===== src/rtl/crystal_select_pll_consts.svh =====
// offsets, field positions and reset values of the crystal translation block
`ifndef CRYSTAL_SELECT_PLL_CONSTS_SVH
`define CRYSTAL_SELECT_PLL_CONSTS_SVH
`define RUN_CLOCK_CONFIG_OFS 12'h0060
`define CRYSTAL_PLL_TRANSLATION_OFS 12'h0064
`define CRYSTAL_SELECT_LSB 6
`define CRYSTAL_SELECT_MSB 9
`define CRYSTAL_SELECT_RST 4'hb
`define POST_DIVIDE_LSB 14
`define POST_DIVIDE_MSB 15
`define FEEDBACK_LSB 5
`define FEEDBACK_MSB 13
`define REF_DIVIDE_LSB 0
`define REF_DIVIDE_MSB 4
`define POST_DIVIDE_RST 2'h0
`define FEEDBACK_RST 9'h18e
`define REF_DIVIDE_RST 5'h04
`define READ_ZERO 32'h0000_0000
`endif


===== src/rtl/crystal_select_pll_pkg.sv =====
// types shared by the crystal translation block
package crystal_select_pll_pkg;
  typedef logic [11:0] reg_addr_t;
  typedef logic [31:0] reg_data_t;
  typedef logic [3:0] crystal_code_t;
  typedef logic [1:0] post_divide_t;
  typedef logic [8:0] feedback_t;
  typedef logic [4:0] ref_divide_t;
endpackage : crystal_select_pll_pkg


===== src/rtl/crystal_pll_translation.sv =====
// crystal code to pll setting translation with its register port
`timescale 1ns/100ps
`include "crystal_select_pll_consts.svh"
module crystal_pll_translation (
  input wire logic CLOCK_I,
  input wire logic NRST_I,
  input wire crystal_select_pll_pkg::reg_addr_t ADDR_I,
  input wire crystal_select_pll_pkg::reg_data_t WDATA_I,
  input wire logic WR_I,
  input wire logic RD_I,
  output crystal_select_pll_pkg::reg_data_t RDATA_O,
  output crystal_select_pll_pkg::crystal_code_t CRYSTAL_SELECT_O,
  output crystal_select_pll_pkg::post_divide_t PLL_POST_DIVIDE_O,
  output crystal_select_pll_pkg::feedback_t PLL_FEEDBACK_O,
  output crystal_select_pll_pkg::ref_divide_t PLL_REF_DIVIDE_O
);
  import crystal_select_pll_pkg::*;

  crystal_code_t crystal_select_ff;
  post_divide_t pll_post_divide_ff;
  feedback_t feedback_ff;
  ref_divide_t ref_divide_ff;
  reg_data_t rdata_ff;
  reg_data_t nxt_rdata;
  logic code_valid;
  feedback_t nxt_feedback;
  ref_divide_t nxt_ref_divide;

  // crystal select field, the only writable bits held here
  always_ff @(posedge CLOCK_I or negedge NRST_I) begin
    if (!NRST_I) begin
      crystal_select_ff <= `CRYSTAL_SELECT_RST;
    end else if (WR_I && ADDR_I == `RUN_CLOCK_CONFIG_OFS) begin
      crystal_select_ff <= WDATA_I[`CRYSTAL_SELECT_MSB:`CRYSTAL_SELECT_LSB];
    end
  end

  // settings aim the pll at about 400 MHz: crystal / (ref + 2) * (feedback + 2)
  always_comb begin
    code_valid = 1'b1;
    nxt_feedback = feedback_ff;
    nxt_ref_divide = ref_divide_ff;
    unique case (crystal_select_ff)
      4'h4: begin nxt_ref_divide = 5'h01; nxt_feedback = 9'h14d; end
      4'h5: begin nxt_ref_divide = 5'h01; nxt_feedback = 9'h144; end
      4'h6: begin nxt_ref_divide = 5'h02; nxt_feedback = 9'h18e; end
      4'h7: begin nxt_ref_divide = 5'h02; nxt_feedback = 9'h185; end
      4'h8: begin nxt_ref_divide = 5'h03; nxt_feedback = 9'h195; end
      4'h9: begin nxt_ref_divide = 5'h03; nxt_feedback = 9'h18e; end
      4'ha: begin nxt_ref_divide = 5'h03; nxt_feedback = 9'h185; end
      4'hb: begin nxt_ref_divide = 5'h04; nxt_feedback = 9'h18e; end
      4'hc: begin nxt_ref_divide = 5'h04; nxt_feedback = 9'h185; end
      4'hd: begin nxt_ref_divide = 5'h05; nxt_feedback = 9'h17a; end
      4'he: begin nxt_ref_divide = 5'h06; nxt_feedback = 9'h18e; end
      4'hf: begin nxt_ref_divide = 5'h06; nxt_feedback = 9'h185; end
      // reserved codes keep what was there
      4'h0, 4'h1, 4'h2, 4'h3: begin
        code_valid = 1'b0;
      end
    endcase
  end

  // translated settings, recomputed in the cycle after every change to a valid crystal code (4 to f)
  always_ff @(posedge CLOCK_I or negedge NRST_I) begin
    if (!NRST_I) begin
      pll_post_divide_ff <= `POST_DIVIDE_RST;
      feedback_ff <= `FEEDBACK_RST;
      ref_divide_ff <= `REF_DIVIDE_RST;
    end else if (code_valid) begin
      pll_post_divide_ff <= `POST_DIVIDE_RST;
      feedback_ff <= nxt_feedback;
      ref_divide_ff <= nxt_ref_divide;
    end
  end

  // read mux; writes to the translation register are ignored
  always_comb begin
    nxt_rdata = `READ_ZERO;
    if (ADDR_I == `RUN_CLOCK_CONFIG_OFS) begin
      nxt_rdata[`CRYSTAL_SELECT_MSB:`CRYSTAL_SELECT_LSB] = crystal_select_ff;
    end else if (ADDR_I == `CRYSTAL_PLL_TRANSLATION_OFS) begin
      nxt_rdata[`POST_DIVIDE_MSB:`POST_DIVIDE_LSB] = pll_post_divide_ff;
      nxt_rdata[`FEEDBACK_MSB:`FEEDBACK_LSB] = feedback_ff;
      nxt_rdata[`REF_DIVIDE_MSB:`REF_DIVIDE_LSB] = ref_divide_ff;
      // upper half reads zero and holds no storage
    end
  end

  always_ff @(posedge CLOCK_I or negedge NRST_I) begin
    if (!NRST_I) begin
      rdata_ff <= `READ_ZERO;
    end else if (RD_I) begin
      rdata_ff <= nxt_rdata;
    end else begin
      rdata_ff <= `READ_ZERO;
    end
  end

  assign RDATA_O = rdata_ff;
  assign CRYSTAL_SELECT_O = crystal_select_ff;
  assign PLL_POST_DIVIDE_O = pll_post_divide_ff;
  assign PLL_FEEDBACK_O = feedback_ff;
  assign PLL_REF_DIVIDE_O = ref_divide_ff;
endmodule : crystal_pll_translation


===== config.mk =====
export PLATFORM = sky130hd
export DESIGN_NAME = crystal_pll_translation
export DESIGN_NICKNAME = d
export VERILOG_FILES = /design/src/rtl/crystal_select_pll_pkg.sv /design/src/rtl/crystal_pll_translation.sv
export VERILOG_INCLUDE_DIRS = /design/src /design/src/rtl
export SDC_FILE = /design/constraint.sdc
export NUM_CORES = 1
export LEC_CHECK = 0
export ABC_CLOCK_PERIOD_IN_PS = 1400
export CORE_UTILIZATION = 59
export DETAILED_ROUTE_END_ITERATION = 10
export DONT_BUFFER_PORTS = 1
export PLACE_DENSITY = 0.75
export RECOVER_POWER = 100
export SLEW_MARGIN = 10
export SYNTH_ARGS = -nofsm -noshare
export SYNTH_HDL_FRONTEND = slang
export SYNTH_SLANG_ARGS = --single-unit
export TNS_END_PERCENT = 5

===== constraint.sdc =====
create_clock -name CLOCK_I -period 1.4 [get_ports CLOCK_I]
set_input_delay 0.28 -clock CLOCK_I [delete_from_list [all_inputs] [get_ports CLOCK_I]]
set_output_delay 0.28 -clock CLOCK_I [all_outputs]
set_load 0.02 [all_outputs]

## After elaboration in Yosys (flattened, before gate mapping)

Index checks and enable logic that the tools add are counted.

| word-level totals | value |
|---|---|
| output and inout bits | 52 |
| input bits | 48 |
| bits in registers | 50 |
| logic and storage cells | 43 |

| cells by class | value |
|---|---|
| reduce and logical (&&, ||, !) cells | 14 |
| muxes and demuxes | 7 |
| eq/ne operators | 17 |
| bitwise logic cells | 1 |

Operator list:

| cell | number |
|---|---|
| case mux 9 bit (6 select lines) | 1 |
| equality test 4 bit (second input constant) | 8 |
| case mux 5 bit (6 select lines) | 1 |
| equality test 12 x 7 -> 1 bit (second input constant) | 2 |
| equality test 4 x 3 -> 1 bit (second input constant) | 4 |
| 2-to-1 mux 16 bit | 1 |
| 2-to-1 mux 14 bit | 1 |
| 2-to-1 mux 6 bit | 2 |
| nonzero test 6 bit | 2 |
| OR reduction 4 bit | 3 |
| equality test 4 x 2 -> 1 bit (second input constant) | 2 |
| OR reduction 2 bit | 4 |
| equality test 4 x 1 -> 1 bit (second input constant) | 1 |
| logical NOT 4 bit | 1 |
| 2-to-1 mux 4 bit | 1 |
| AND reduction 2 bit | 2 |
| OR reduction 3 bit | 1 |
| logical AND 1 bit | 1 |
| NOT 1 bit | 1 |

## Depth between registers and ports, before layout

Gate-level depths: netlist of run 1.

| depth | value |
|---|---|
| word-level depth | 4 |
| gate-level depth with buffers | 5 |
| mapped depth without buffers | 3 |

## Worst setup path after synthesis of run 1

OpenSTA, ideal clock, no wires.

| timing path | value |
|---|---|
| path kind | flip-flop to flip-flop |
| start | reg crystal_select_ff[1], in the netlist CRYSTAL_SELECT_O[1] |
| end | reg feedback_ff[5], in the netlist PLL_FEEDBACK_O[5] |
| cell stages (with the launch flop) | 4 |
| setup time | 0.122 ns |
| path slack | 0.065 ns |
| data required time | 1.278 ns |
| period minus slack after synthesis | 1.335 ns |
| arrival | 1.214 ns |
| path buffers | 1 |
| cells stage by stage | dfstp_2 -> clkbuf_1 -> nor2b_1 -> a32o_1 |

| between the ends | value |
|---|---|
| longest elaborated chain between the ends | 4 |
| elaborated cells between the ends (all ways) | 23 |
| those cells by class | 15 x eq/ne; 1 x mux; 1 x bitwise; 6 x reduce/logical |

RTL lines:

| element | RTL line | text |
|---|---|---|
| from (decl) | crystal_pll_translation.sv:19 | `crystal_code_t crystal_select_ff;` |
| from (signal assigned) | crystal_pll_translation.sv:32 | `` crystal_select_ff <= `CRYSTAL_SELECT_RST; `` |
| from (signal assigned) | crystal_pll_translation.sv:34 | `` crystal_select_ff <= WDATA_I[`CRYSTAL_SELECT_MSB:`CRYSTAL_SELECT_LSB]; `` |
| equality test 4 bit (tied with other cells) | crystal_pll_translation.sv:43 | `unique case (crystal_select_ff)` |
| OR reduction 4 bit (on tied branches) | -- |  |
| nonzero test 6 bit (no source line) / NOT 1 bit (equally long branches) | -- |  |
| AND reduction 2 bit (no source line) | -- |  |
| to (signal assigned) | crystal_pll_translation.sv:67 | `` feedback_ff <= `FEEDBACK_RST; `` |
| to (signal assigned) | crystal_pll_translation.sv:71 | `feedback_ff <= nxt_feedback;` |
| to (decl) | crystal_pll_translation.sv:21 | `feedback_t feedback_ff;` |

Parallel ways exist; a longest one is shown, timed or not. The select of a mux whose other input is x is not followed.
A chain may end at the register's enable or synchronous reset.

## Final worst setup path of run 1

| timing path | value |
|---|---|
| start | reg crystal_select_ff[3], in the netlist CRYSTAL_SELECT_O[3] |
| end | out CRYSTAL_SELECT_O[3] |

RTL lines:

| element | RTL line | text |
|---|---|---|
| to (decl) | crystal_pll_translation.sv:12 | `output crystal_select_pll_pkg::crystal_code_t CRYSTAL_SELECT_O,` |

No word-level cell between the ends.

==> results of run 1 <==
[worst paths after layout]
path / start / endpoint / slack [ns] / cells past startpoint
worst max-delay path: CRYSTAL_SELECT_O[3]$_DFFE_PN1P_ / CRYSTAL_SELECT_O[3] / -0.001 / 1
min in group asynchronous: NRST_I / RDATA_O[8]$_DFF_PN0_ / 0.50 / 2
worst min register to register: PLL_FEEDBACK_O[1]$_DFFE_PN1P_ / PLL_FEEDBACK_O[1]$_DFFE_PN1P_ / 0.58 / 2
worst min-delay path: WDATA_I[8] / CRYSTAL_SELECT_O[2]$_DFFE_PN0P_ / 0.09 / 1
worst max register to register: CRYSTAL_SELECT_O[0]$_DFFE_PN1P_ / PLL_FEEDBACK_O[4]$_DFFE_PN0P_ / 0.09 / 3
max in group asynchronous: NRST_I / CRYSTAL_SELECT_O[2]$_DFFE_PN0P_ / 0.45 / 2
[report_power, final]
group / internal (mW) / switching (mW) / total (mW)
sequential: 0.831 / 0.0864 / 0.918
combinational: 0.0434 / 0.106 / 0.149
clock: 0.109 / 0.232 / 0.341
total: 0.984 / 0.424 / 1.41
[cells in the final DEF (no fill, tap or decap), types with 2 or more instances in the layout]
master / n
o211ai_1: 2
nor2_1: 9
nand3_1: 3
o21ai_0: 3
clkbuf_2: 2
nor3_1: 3
clkbuf_4: 4
nor2b_1: 4
a21oi_1: 5
mux2_2: 4
and2_1: 5
a31oi_1: 2
inv_1: 2
dfrtp_1: 18
nand2_1: 5
mux2i_1: 4
dfstp_2: 6
a32o_1: 2
and2_0: 2
buf_4: 4
conb_1: 25
[timing repair]
action / CTS / global route
resized for setup: 3 / 0
endpoints found under the setup margin: 3 / 1
cloned: 0 / 0
hold endpoints to repair: 27 / 0
hold buffers: 2 / 0
setup buffers: 1 / 3
[cell type report]
class	instances	area, um^2	area share [%]
inverters	2	7.51	0.556
clock buffers	3	22.5	1.67
flip-flops and latches	27	691	51.1
repair buffers	9	68.8	5.09
well taps	27	33.8	2.50
multi-input cells	88	520	38.5
clock inverters	1	7.51	0.556
[state kept, by name (all words and copies together) (netlist names)]
name              count
PLL_REF_DIVIDE_O      3
PLL_FEEDBACK_O        8
CRYSTAL_SELECT_O      4
RDATA_O              12
[kinds of logic (layout without fill, tap and decap cells)]
group,after synthesis,in the layout
AO/OA/AOI/OAI,17,17
XOR/XNOR,2,2
buffers and inverters,34,15
flip-flops,27,27
multiplexers,8,8
other,2,25
AND/OR/NAND/NOR,36,36
[per-stage QoR]
step | power [mW] | hold WS, ns | setup WS (ns) | utilization, % | cells
after floorplan | 1.10 | -0.0156 | 0.0648 | - | 149
after global placement | 1.06 | -0.0151 | 0.104 | 61.7 | 147
after detailed placement | 1.06 | -0.0151 | 0.0342 | 61.7 | 147
after CTS | 1.43 | 0.0872 | -0.114 | 65.4 | 154
after global routing | 1.47 | 0.0739 | -0.0299 | 65.5 | 157
final | 1.41 | 0.0942 | -0.00109 | 65.5 | 157
[metal layers]
layer	up-vias	GRT usage [%]	part of all wire, %
met2	49	31.3	52
li1	383	-	-
met5	-	0	0
met3	4	6.17	7.8
met4	0	8.10	0.83
met1	412	24.4	39
[cell usage after synthesis, drive strengths merged (2+ instances only)]
cell type  count
a21oi          5
a31oi          2
a32o           2
and2           7
buf           29
clkbuf         3
conb           2
dfrtp         19
dfstp          8
inv            2
mux2           4
mux2i          4
nand2          5
nand3          3
nand4          2
nor2           9
nor2b          4
nor3           3
o211ai         2
o21ai          3
==> metrics.md, run 1 <==
| Metric | Value |
|---|---|
| # clock sinks | `27` |
| Layout cells sized above 1 | `just over 20%` |
| Wirelength per Cell | `about 15 um` |
| Clock tree root buffer cell | `clkbuf_4` |
| Synth Instances | `around 130` |
| Post-synthesis mux area share | `under 10%` |
| Final hold viol count | `0` |
| Synth Area in Simple Gates | `~16%` |
| Chip height | `approximately 50 um` |
| PortBufs | `0` |
| Setup CP Type | `reg2out` |
| Initial Utilization | `around 65%` |
| Vias | `~850` |
| Largest net degree at the start of global routing | `28` |
| Drt drc | `0` |
| Relative slew slack | `57.2%` |
| Crit-path cells | `buf_6` |
| Worst path slowest cell | `dfstp_4` |
| Status | `finished, violations left` |
| CTS tree | `yes` |
| Leak pwr | `approximately 0.64 nW` |
| Slowest stage delay, CP | `~0.68 ns` |
| Vias per Instance | `5.40` |
| Worst Hold Class | `in2reg` |
| Post-Synth XOR/XNOR Area | `around 1.3%` |
| Post-synthesis adder-cell area fraction | `0%` |
| Critical path data required time | `around 1.1 ns` |
| Nets@finish | `around 180` |
| GRT Total Usage | `between 10% and 20%` |
| RSZ-0062 raised after global routing | `yes` |
| Period utilization | `100%` |
| CP startpoint kind | `flop` |
| Routed Antenna Nets | `0` |
| Post-synth EDFFs | `0` |
| Count of different cell masters after synthesis | `30` |
| CTS clk-pin slew, worst paths | `~0.14 ns` |
| Syn avg cell area | `between 10 and 15 um^2` |
| Top delay family on crit path | `flip-flops` |
| Layout area overhead | `0.279%` |
| DR pass1 iterations | `4` |
| Power Density | `~1000 nW/um^2` |
| Setup TNS | `-0.00109 ns` |
| Deepest clock path buffer count | `2` |
| Least-Margin Pin Slew | `0.642 ns` |
| DP HPWL | `between 1500 and 2000 um` |
| DIE WIDTH | `roughly 50 um` |
| Core area | `approximately 2100 um^2` |
| DP Area | `between 1000 and 1500 um^2` |
| Vias in the first global route | `roughly 750` |
| Worst-Skew Late Latency | `0.33 ns` |
| Iteration-0 DRC Markers | `17` |
| Fin worst setup slack | `-0.00109 ns` |
| Final instance area | `1350 um^2` |
| Asr flop ratio synth | `100%` |
| GPL Wtd Cong | `~0.74` |
| Synth Area in Compound Gates | `around 8.3%` |
| Buf/Inv on CP | `1` |
| Max Slew Vio Count | `0` |
| Area contributors post-synth | `dfrtp_1 (35%), dfstp_2 (16%), buf_4 (14%), mux2_2 (3.3%), and2_1 (3.2%)` |
| YS warnings | `0` |
| Yosys top cell area share | `approximately a third` |
| Fillers | `161` |
| DRT Wirelength | `2290 um` |
| Largest family of logic cells by synthesized area | `buffers and inverters` |
| Die ar. | `2480 um^2` |
| Ant. Diodes | `0` |
| Critical Path End Type | `output port` |
| Post-synth top flop | `dfrtp_1` |
| Fmax | `714 MHz` |
| Synth Register Bits | `27` |
| Initial antenna violation count | `0` |
| Htree depth | `1` |
| Crit path time final | `about 1.4 ns` |
| GRT overflow | `0` |
| Arr. time, crit path | `between 1 and 1.5 ns` |
| CP max FO | `6` |
| Most area-hungry cell type in the Yosys netlist | `dfrtp_1` |
| Synthesized area | `1350 um^2` |
| Post-synthesis sequential area ratio | `just over 50%` |
| Max-Cap Viols | `0` |
| First-pass GRT wire length | `around 3600 um` |
| Failing checks | `setup timing` |
| Io pins | `100` |
| Clock buffer count from CTS | `3` |
| Setup Viol. Count Final | `1` |
| Max IR drop VDD | `758 uV` |
| Row count | `16` |
| Clock skew | `0.00500 ns` |
No activity file was read; power rests on OpenSTA's default activity.
==> inputs of run 2 (changes only) <==
ABC_CLOCK_PERIOD_IN_PS = 1500   (was 1400)
GPL_TIMING_DRIVEN = 0   (was not set)
clock period = 1.5 ns   (was 1.4 ns; I/O delays follow)
==> metrics.md, run 2 (synthesis results as in run 1) <==
| Metric | Value |
|---|---|
| Area of the multi-input gates | `522 um^2 (+0.24%)` |
| Power Density | `899 nW/um^2 (-14%)` |
| Drt drc | `0 (unchanged)` |
| Period utilization | `94.9%` |
| Worst Hold Class | `in2reg` |
| Crit path time final | `between 1 and 1.5 ns` |
| Largest register FFs | `12 (unchanged)` |
| Post-placement setup slack | `-0.0387 ns (-0.0728 ns)` |
| Fin worst setup slack | `0.0765 ns (+0.0776 ns)` |
| Top delay family on crit path | `flip-flops` |
| FF+latch area | `686 um^2 (-0.72%)` |
| Post-CTS Setup Inserts | `0 (-1)` |
| PortBufs | `0 (unchanged)` |
| Layout area overhead | `12.3%` |
| CP max FO | `8 (+2)` |
| DR pass1 iterations | `4 (unchanged)` |
| Vias in the first global route | `793 (+6.0%)` |
| Critical path data required time | `1.74 ns (+0.62 ns)` |
| RSZ-0062 raised after global routing | `no` |
| Row count | `16 (unchanged)` |
| Crit path from | `CRYSTAL_SELECT_O[1]$_DFFE_PN1P_` |
| Least-Margin Pin Slew | `0.647 ns (+0.00535 ns)` |
| Clock tree root buffer cell | `clkbuf_4` |
| CTS clk-pin slew, worst paths | `0.14 ns (about the same)` |
| Buf/Inv on CP | `1 (unchanged)` |
| DRT Wirelength | `2320 um (+1.3%)` |
| Deepest clock path buffer count | `2 (unchanged)` |
| Critical Path End Type | `flop` |
| Crit-path cells | `clkbuf_2 > nor2b_1 > a32o_1` |
| Status | `completed` |
| DIE WIDTH | `49.8 um (unchanged)` |
| Setup CP Type | `reg2reg` |
| Clock skew | `0.00696 ns (+0.00195 ns)` |
| Fmax | `~700 MHz` |
| Final hold viol count | `0 (unchanged)` |
| GRT overflow | `0 (unchanged)` |
| Routed Antenna Nets | `0 (unchanged)` |
| First-pass GRT wire length | `3740 um (+3.8%)` |
| Wirelength per Cell | `12.8 um (-13%)` |
| Iteration-0 DRC Markers | `9 (-8)` |
| Final instance area | `1510 um^2 (+12%)` |
| Commonest non-fill, non-tap cells in the layout | `buf_4 (25), conb_1 (25), dfrtp_1 (19)` |
| Worst hold path startpoint | `WDATA_I[9]` |
| Layout cells sized above 1 | `29.0% (+8.3 points)` |
| Max IR drop VDD | `644 uV (-15%)` |
| Chip height | `49.8 um (unchanged)` |
| Core area | `2060 um^2 (unchanged)` |
| Relative slew slack | `56.9% (-0.36 points)` |
| Htree depth | `1 (unchanged)` |
| CP startpoint kind | `flop` |
| GPL Wtd Cong | `0.774 (+4.3%)` |
| Setup TNS | `0 ns (+0.00109 ns)` |
| Max-Cap Viols | `0 (unchanged)` |
| Setup Viol. Count Final | `0 (-1)` |
| Clock buffer count from CTS | `3 (unchanged)` |
| Die ar. | `2480 um^2 (unchanged)` |
| Vias per Instance | `4.93 (-8.6%)` |
| Slowest stage delay, CP | `0.66 ns (-0.02 ns)` |
| CTS tree | `yes` |
| DP HPWL | `1760 um (+11%)` |
| Initial antenna violation count | `0 (unchanged)` |
| Nets@finish | `204 (+14%)` |
| Vias | `898 (+5.9%)` |
| DP Area | `1470 um^2 (+15%)` |
| Max Slew Vio Count | `0 (unchanged)` |
| # clock sinks | `27 (unchanged)` |
| Arr. time, crit path | `1.66 ns (+0.54 ns)` |
| Ant. Diodes | `0 (unchanged)` |
| Io pins | `100 (unchanged)` |
| GRT Total Usage | `20.4% (+0.82 points)` |
| Fillers | `160 (-0.62%)` |
| Worst-Skew Late Latency | `0.33 ns (about the same)` |
| Initial Utilization | `65.4% (unchanged)` |
| Leak pwr | `0.765 nW (+20%)` |
| RR Startpoint | `CRYSTAL_SELECT_O[1]$_DFFE_PN1P_` |
| Largest net degree at the start of global routing | `28 (unchanged)` |
| Worst path slowest cell | `dfstp_1` |
[run 2: cell types whose count changed in the layout (fill, tap and decap cells not counted), moves of 2 or more]
cell	delta
buf_2	+2
dfstp_1	+5
clkbuf_1	+2
clkbuf_2	+2
buf_4	+21
dfstp_2	-4
[run 2: report_power, final]
group / total, mW / internal, mW / leakage (nW) / switching, mW
clock: 0.316 / 0.104 / 0.0150 / 0.212
sequential: 0.852 / 0.772 / 0.347 / 0.0803
combinational: 0.193 / 0.0840 / 0.403 / 0.109
total: 1.36 / 0.960 / 0.765 / 0.402
[run 2: per-stage QoR]
step | std cells | power (mW) | hold slack [ns] | util (%)
detailed placement | 176 | 1.05 | 0.00489 | 71.2
global route | 182 | 1.42 | 0.0886 | 73.4
finish | 182 | 1.36 | 0.113 | 73.4
global placement | 176 | 1.04 | 0.00487 | 71.2
floorplan | 149 | 1.03 | 0.00441 | -
CTS | 182 | 1.39 | 0.0982 | 74.0
[run 2: layout make-up]
class                   instances  area share, %
repair buffers                  2          0.992
well taps                      27           2.23
flip-flops and latches         27           45.3
multi-input cells              88           34.5
inverters                       2          0.496
clock buffers                   4           1.74
plain buffers                  32           14.8
[run 2: per-layer routing]
metal | share of wire [%] | vias to the layer above | track usage, %
met5 | 0 | - | 0
met4 | 1.5 | 0 | 8.57
met1 | 40 | 411 | 24.3
li1 | - | 435 | -
met2 | 48 | 49 | 34.0
met3 | 9.7 | 3 | 6.17
[run 2: repair_timing]
action	CTS	global route
pin swaps	0	0
hold buffers	2	0
endpoints found under the hold margin	27	0
resized for setup	2	3
endpoints found under the setup margin	4	4
[run 2: worst paths after layout]
check,to,slack (ns),cells past startpoint
setup reg to reg,PLL_FEEDBACK_O[5]$_DFFE_PN0P_,0.08,3
hold / removal,CRYSTAL_SELECT_O[3]$_DFFE_PN1P_,0.11,1
min in group asynchronous,PLL_FEEDBACK_O[5]$_DFFE_PN0P_,0.53,2
hold reg to reg,RDATA_O[12]$_DFF_PN0_,0.64,2
max in group asynchronous,RDATA_O[7]$_DFF_PN0_,0.56,2
setup / recovery,PLL_FEEDBACK_O[5]$_DFFE_PN0P_,0.08,3
==> inputs of run 3 (changes only) <==
--- a/config.mk
+++ b/config.mk
@@ -9,3 +9,4 @@
 export ABC_CLOCK_PERIOD_IN_PS = 1500
-export CORE_UTILIZATION = 59
+export CORE_ASPECT_RATIO = 1.1
+export CORE_UTILIZATION = 60
 export DETAILED_ROUTE_END_ITERATION = 10
@@ -13,3 +14,3 @@
 export GPL_TIMING_DRIVEN = 0
-export PLACE_DENSITY = 0.75
+export PLACE_DENSITY = 0.76
 export RECOVER_POWER = 100
--- a/constraint.sdc
+++ b/constraint.sdc
@@ -3,2 +3,2 @@
 set_output_delay 0.3 -clock CLOCK_I [all_outputs]
-set_load 0.02 [all_outputs]
+set_load 0.005 [all_outputs]
==> metrics.md, run 3 (synthesis results as in run 1) <==
| Metric | Value |
|---|---|
| Fillers | `167 (+4.4%)` |
| CP startpoint kind | `flop` |
| GPL Wtd Cong | `0.765 (-1.1%)` |
| Clock skew | `0.0127 ns (+0.00579 ns)` |
| Status | `completed` |
| Period utilization | `95.7% (+0.80 points)` |
| Layout Cells excl Fill | `183 (+0.55%)` |
| Dpl cells | `177 (+0.57%)` |
| Layout area overhead | `11.7%` |
| Initial antenna violation count | `0 (unchanged)` |
| Chip height | `51.7 um (+3.8%)` |
| Critical Path End Type | `flop` |
| Io pins | `100 (unchanged)` |
| Layout cells sized above 1 | `31.6% (+2.6 points)` |
| Vias per Instance | `4.91 (-0.55%)` |
| Relative slew slack | `59.1% (+2.2 points)` |
| Power, Total | `1.28 mW (-6.1%)` |
| Worst path slowest cell | `dfstp_2` |
| Least-Margin Pin Slew | `0.614 ns (-0.0330 ns)` |
| Arr. time, crit path | `1.68 ns (+0.02 ns)` |
| Vias in the first global route | `825 (+4.0%)` |
| CP max FO | `8 (unchanged)` |
| DR pass1 iterations | `4 (unchanged)` |
| DP HPWL | `1750 um (-0.27%)` |
| Critical path data required time | `1.74 ns (about the same)` |
| RR Startpoint | `CRYSTAL_SELECT_O[1]$_DFFE_PN1P_` |
| Setup TNS | `0 ns (unchanged)` |
| Row count | `17 (+1)` |
| Initial Utilization | `65.3% (about the same)` |
| Hold endpoint | `CRYSTAL_SELECT_O[3]$_DFFE_PN1P_` |
| Htree depth | `1 (unchanged)` |
| Crit path time final | `1.44 ns (+0.0120 ns)` |
| Max-Cap Viols | `0 (unchanged)` |
| Max IR drop VDD | `563 uV (-13%)` |
| Cells on worst reg2reg path | `3 (unchanged)` |
| Ant. Diodes | `0 (unchanged)` |
| Nets@finish | `204 (unchanged)` |
| Setup CP Type | `reg2reg` |
| Wirelength per Cell | `12.5 um (-2.3%)` |
| Leak pwr | `0.753 nW (-1.7%)` |
| Buf/Inv on CP | `1 (unchanged)` |
| Setup Viol. Count Final | `0 (unchanged)` |
| Largest net degree at the start of global routing | `28 (unchanged)` |
| Die ar. | `2440 um^2 (-1.6%)` |
| CTS tree | `yes` |
| Deepest clock path buffer count | `2 (unchanged)` |
| GRT overflow | `0 (unchanged)` |
| Slowest stage delay, CP | `0.57 ns (-0.09 ns)` |
| Clock tree root buffer cell | `clkbuf_4` |
| FF+latch area | `686 um^2 (unchanged)` |
| Max Slew Vio Count | `0 (unchanged)` |
| Fmax | `697 MHz (-0.84%)` |
| Crit-path cells | `clkbuf_1 > nor2b_1 > a32o_1` |
| CTS clk-pin slew, worst paths | `0.15 ns (about the same)` |
| Worst hold path startpoint | `WDATA_I[9]` |
| Largest register FFs | `12 (unchanged)` |
| Reg2reg end | `PLL_FEEDBACK_O[5]$_DFFE_PN0P_` |
| DIE WIDTH | `47.2 um (-5.2%)` |
| Worst Hold Class | `in2reg` |
| Vias | `898 (unchanged)` |
| # clock sinks | `27 (unchanged)` |
| PortBufs | `0 (unchanged)` |
| Final hold viol count | `0 (unchanged)` |
| Top delay family on crit path | `flip-flops` |
| Iteration-0 DRC Markers | `8 (-1)` |
| DRT Wirelength | `2280 um (-1.8%)` |
| RSZ-0062 raised after global routing | `yes` |
| Area of the multi-input gates | `515 um^2 (-1.2%)` |
| Core area | `2060 um^2 (about the same)` |
| WHS Path Cells | `1 (unchanged)` |
| Setup slack, reg-to-reg | `0.06 ns (about the same)` |
| Drt drc | `0 (unchanged)` |
| Clock buffer count from CTS | `3 (unchanged)` |
| Commonest non-fill, non-tap cells in the layout | `buf_4 (25), conb_1 (25), dfrtp_1 (19)` |
| Routed Antenna Nets | `0 (unchanged)` |
| First-pass GRT wire length | `3700 um (-1.1%)` |
| Power Density | `849 nW/um^2 (-5.6%)` |
| GRT Total Usage | `21.3% (+0.84 points)` |
| Worst-Skew Late Latency | `0.33 ns (about the same)` |
run 3: cell types whose count changed in the layout (fill, tap and decap cells not counted):
cell,delta
dfstp_1,-6
dfstp_2,+6
and2_0,-1
and2_1,+1
buf_2,-1
clkbuf_1,+1
clkbuf_4,-1
clkinv_2,+1
nand4_1,+1
nand4_2,-1
run 3: worst max-delay path by stage:
stage	start	end	depth (start not counted)	slack [ns]
global route	CRYSTAL_SELECT_O[1]$_DFFE_PN1P_	PLL_FEEDBACK_O[5]$_DFFE_PN0P_	3	-0.01
CTS	CRYSTAL_SELECT_O[1]$_DFFE_PN1P_	PLL_FEEDBACK_O[5]$_DFFE_PN0P_	3	0.06
global placement	CRYSTAL_SELECT_O[3]$_DFFE_PN1P_	PLL_FEEDBACK_O[1]$_DFFE_PN1P_	4	0.07
finish	CRYSTAL_SELECT_O[1]$_DFFE_PN1P_	PLL_FEEDBACK_O[5]$_DFFE_PN0P_	3	0.06
floorplan	CRYSTAL_SELECT_O[1]$_DFFE_PN1P_	PLL_FEEDBACK_O[5]$_DFFE_PN0P_	3	0.24
detailed placement	CRYSTAL_SELECT_O[3]$_DFFE_PN1P_	PLL_FEEDBACK_O[3]$_DFFE_PN1P_	4	0.06
run 3: timing repair:
action	in CTS	in global routing
hold endpoints to repair	27	0
hold buffers	2	0
setup endpoints to repair	1	4
resized for setup	1	2
buffers inserted	0	0
run 3: routing by layer:
layer,vias up,global-route usage (%),part of all wire [%],wire [um]
li1,436,-,-,-
met2,44,35.9,52,1200
met5,-,0,0,0
met1,416,26.7,38,878
met4,0,5.71,0.92,21
met3,2,4.86,8.2,187
run 3: layout make-up:
| cell class | instances | share of cell area [%] |
|---|---|---|
| inverters | 2 | 0.499 |
| flip-flops and latches | 27 | 45.6 |
| multi-input cells | 88 | 34.2 |
| well taps | 28 | 2.33 |
| repair buffers | 2 | 0.998 |
| clock buffers | 3 | 1.50 |
| plain buffers | 32 | 14.5 |
| clock inverters | 1 | 0.333 |
run 3: worst register-to-register path: cells and delay by family (launching register included):
kind | cells | cell delay (ns)
compound gates | 1 | 0.29
buf+inv | 1 | 0.32
flops | 1 | 0.57
simple gates | 1 | 0.19
run 3: where the power goes:
group	total [mW]	leakage, nW	switching [mW]	internal (mW)
Combinational	0.150	0.389	0.0686	0.0815
Sequential	0.814	0.346	0.0364	0.777
Clock	0.314	0.0177	0.214	0.100
run 3: through the flow:
step	cell area, um^2	worst slack, ns	utilization (%)	hold WS (ns)
after global routing	1510	-0.00988	73.0	0.113
after floorplan	1430	0.237	-	0.00441
after global placement	1470	0.0715	71.2	0.00488
after detailed placement	1470	0.0568	71.2	0.00488
after CTS	1530	0.0632	74.0	0.113
final	1510	0.0645	73.0	0.111
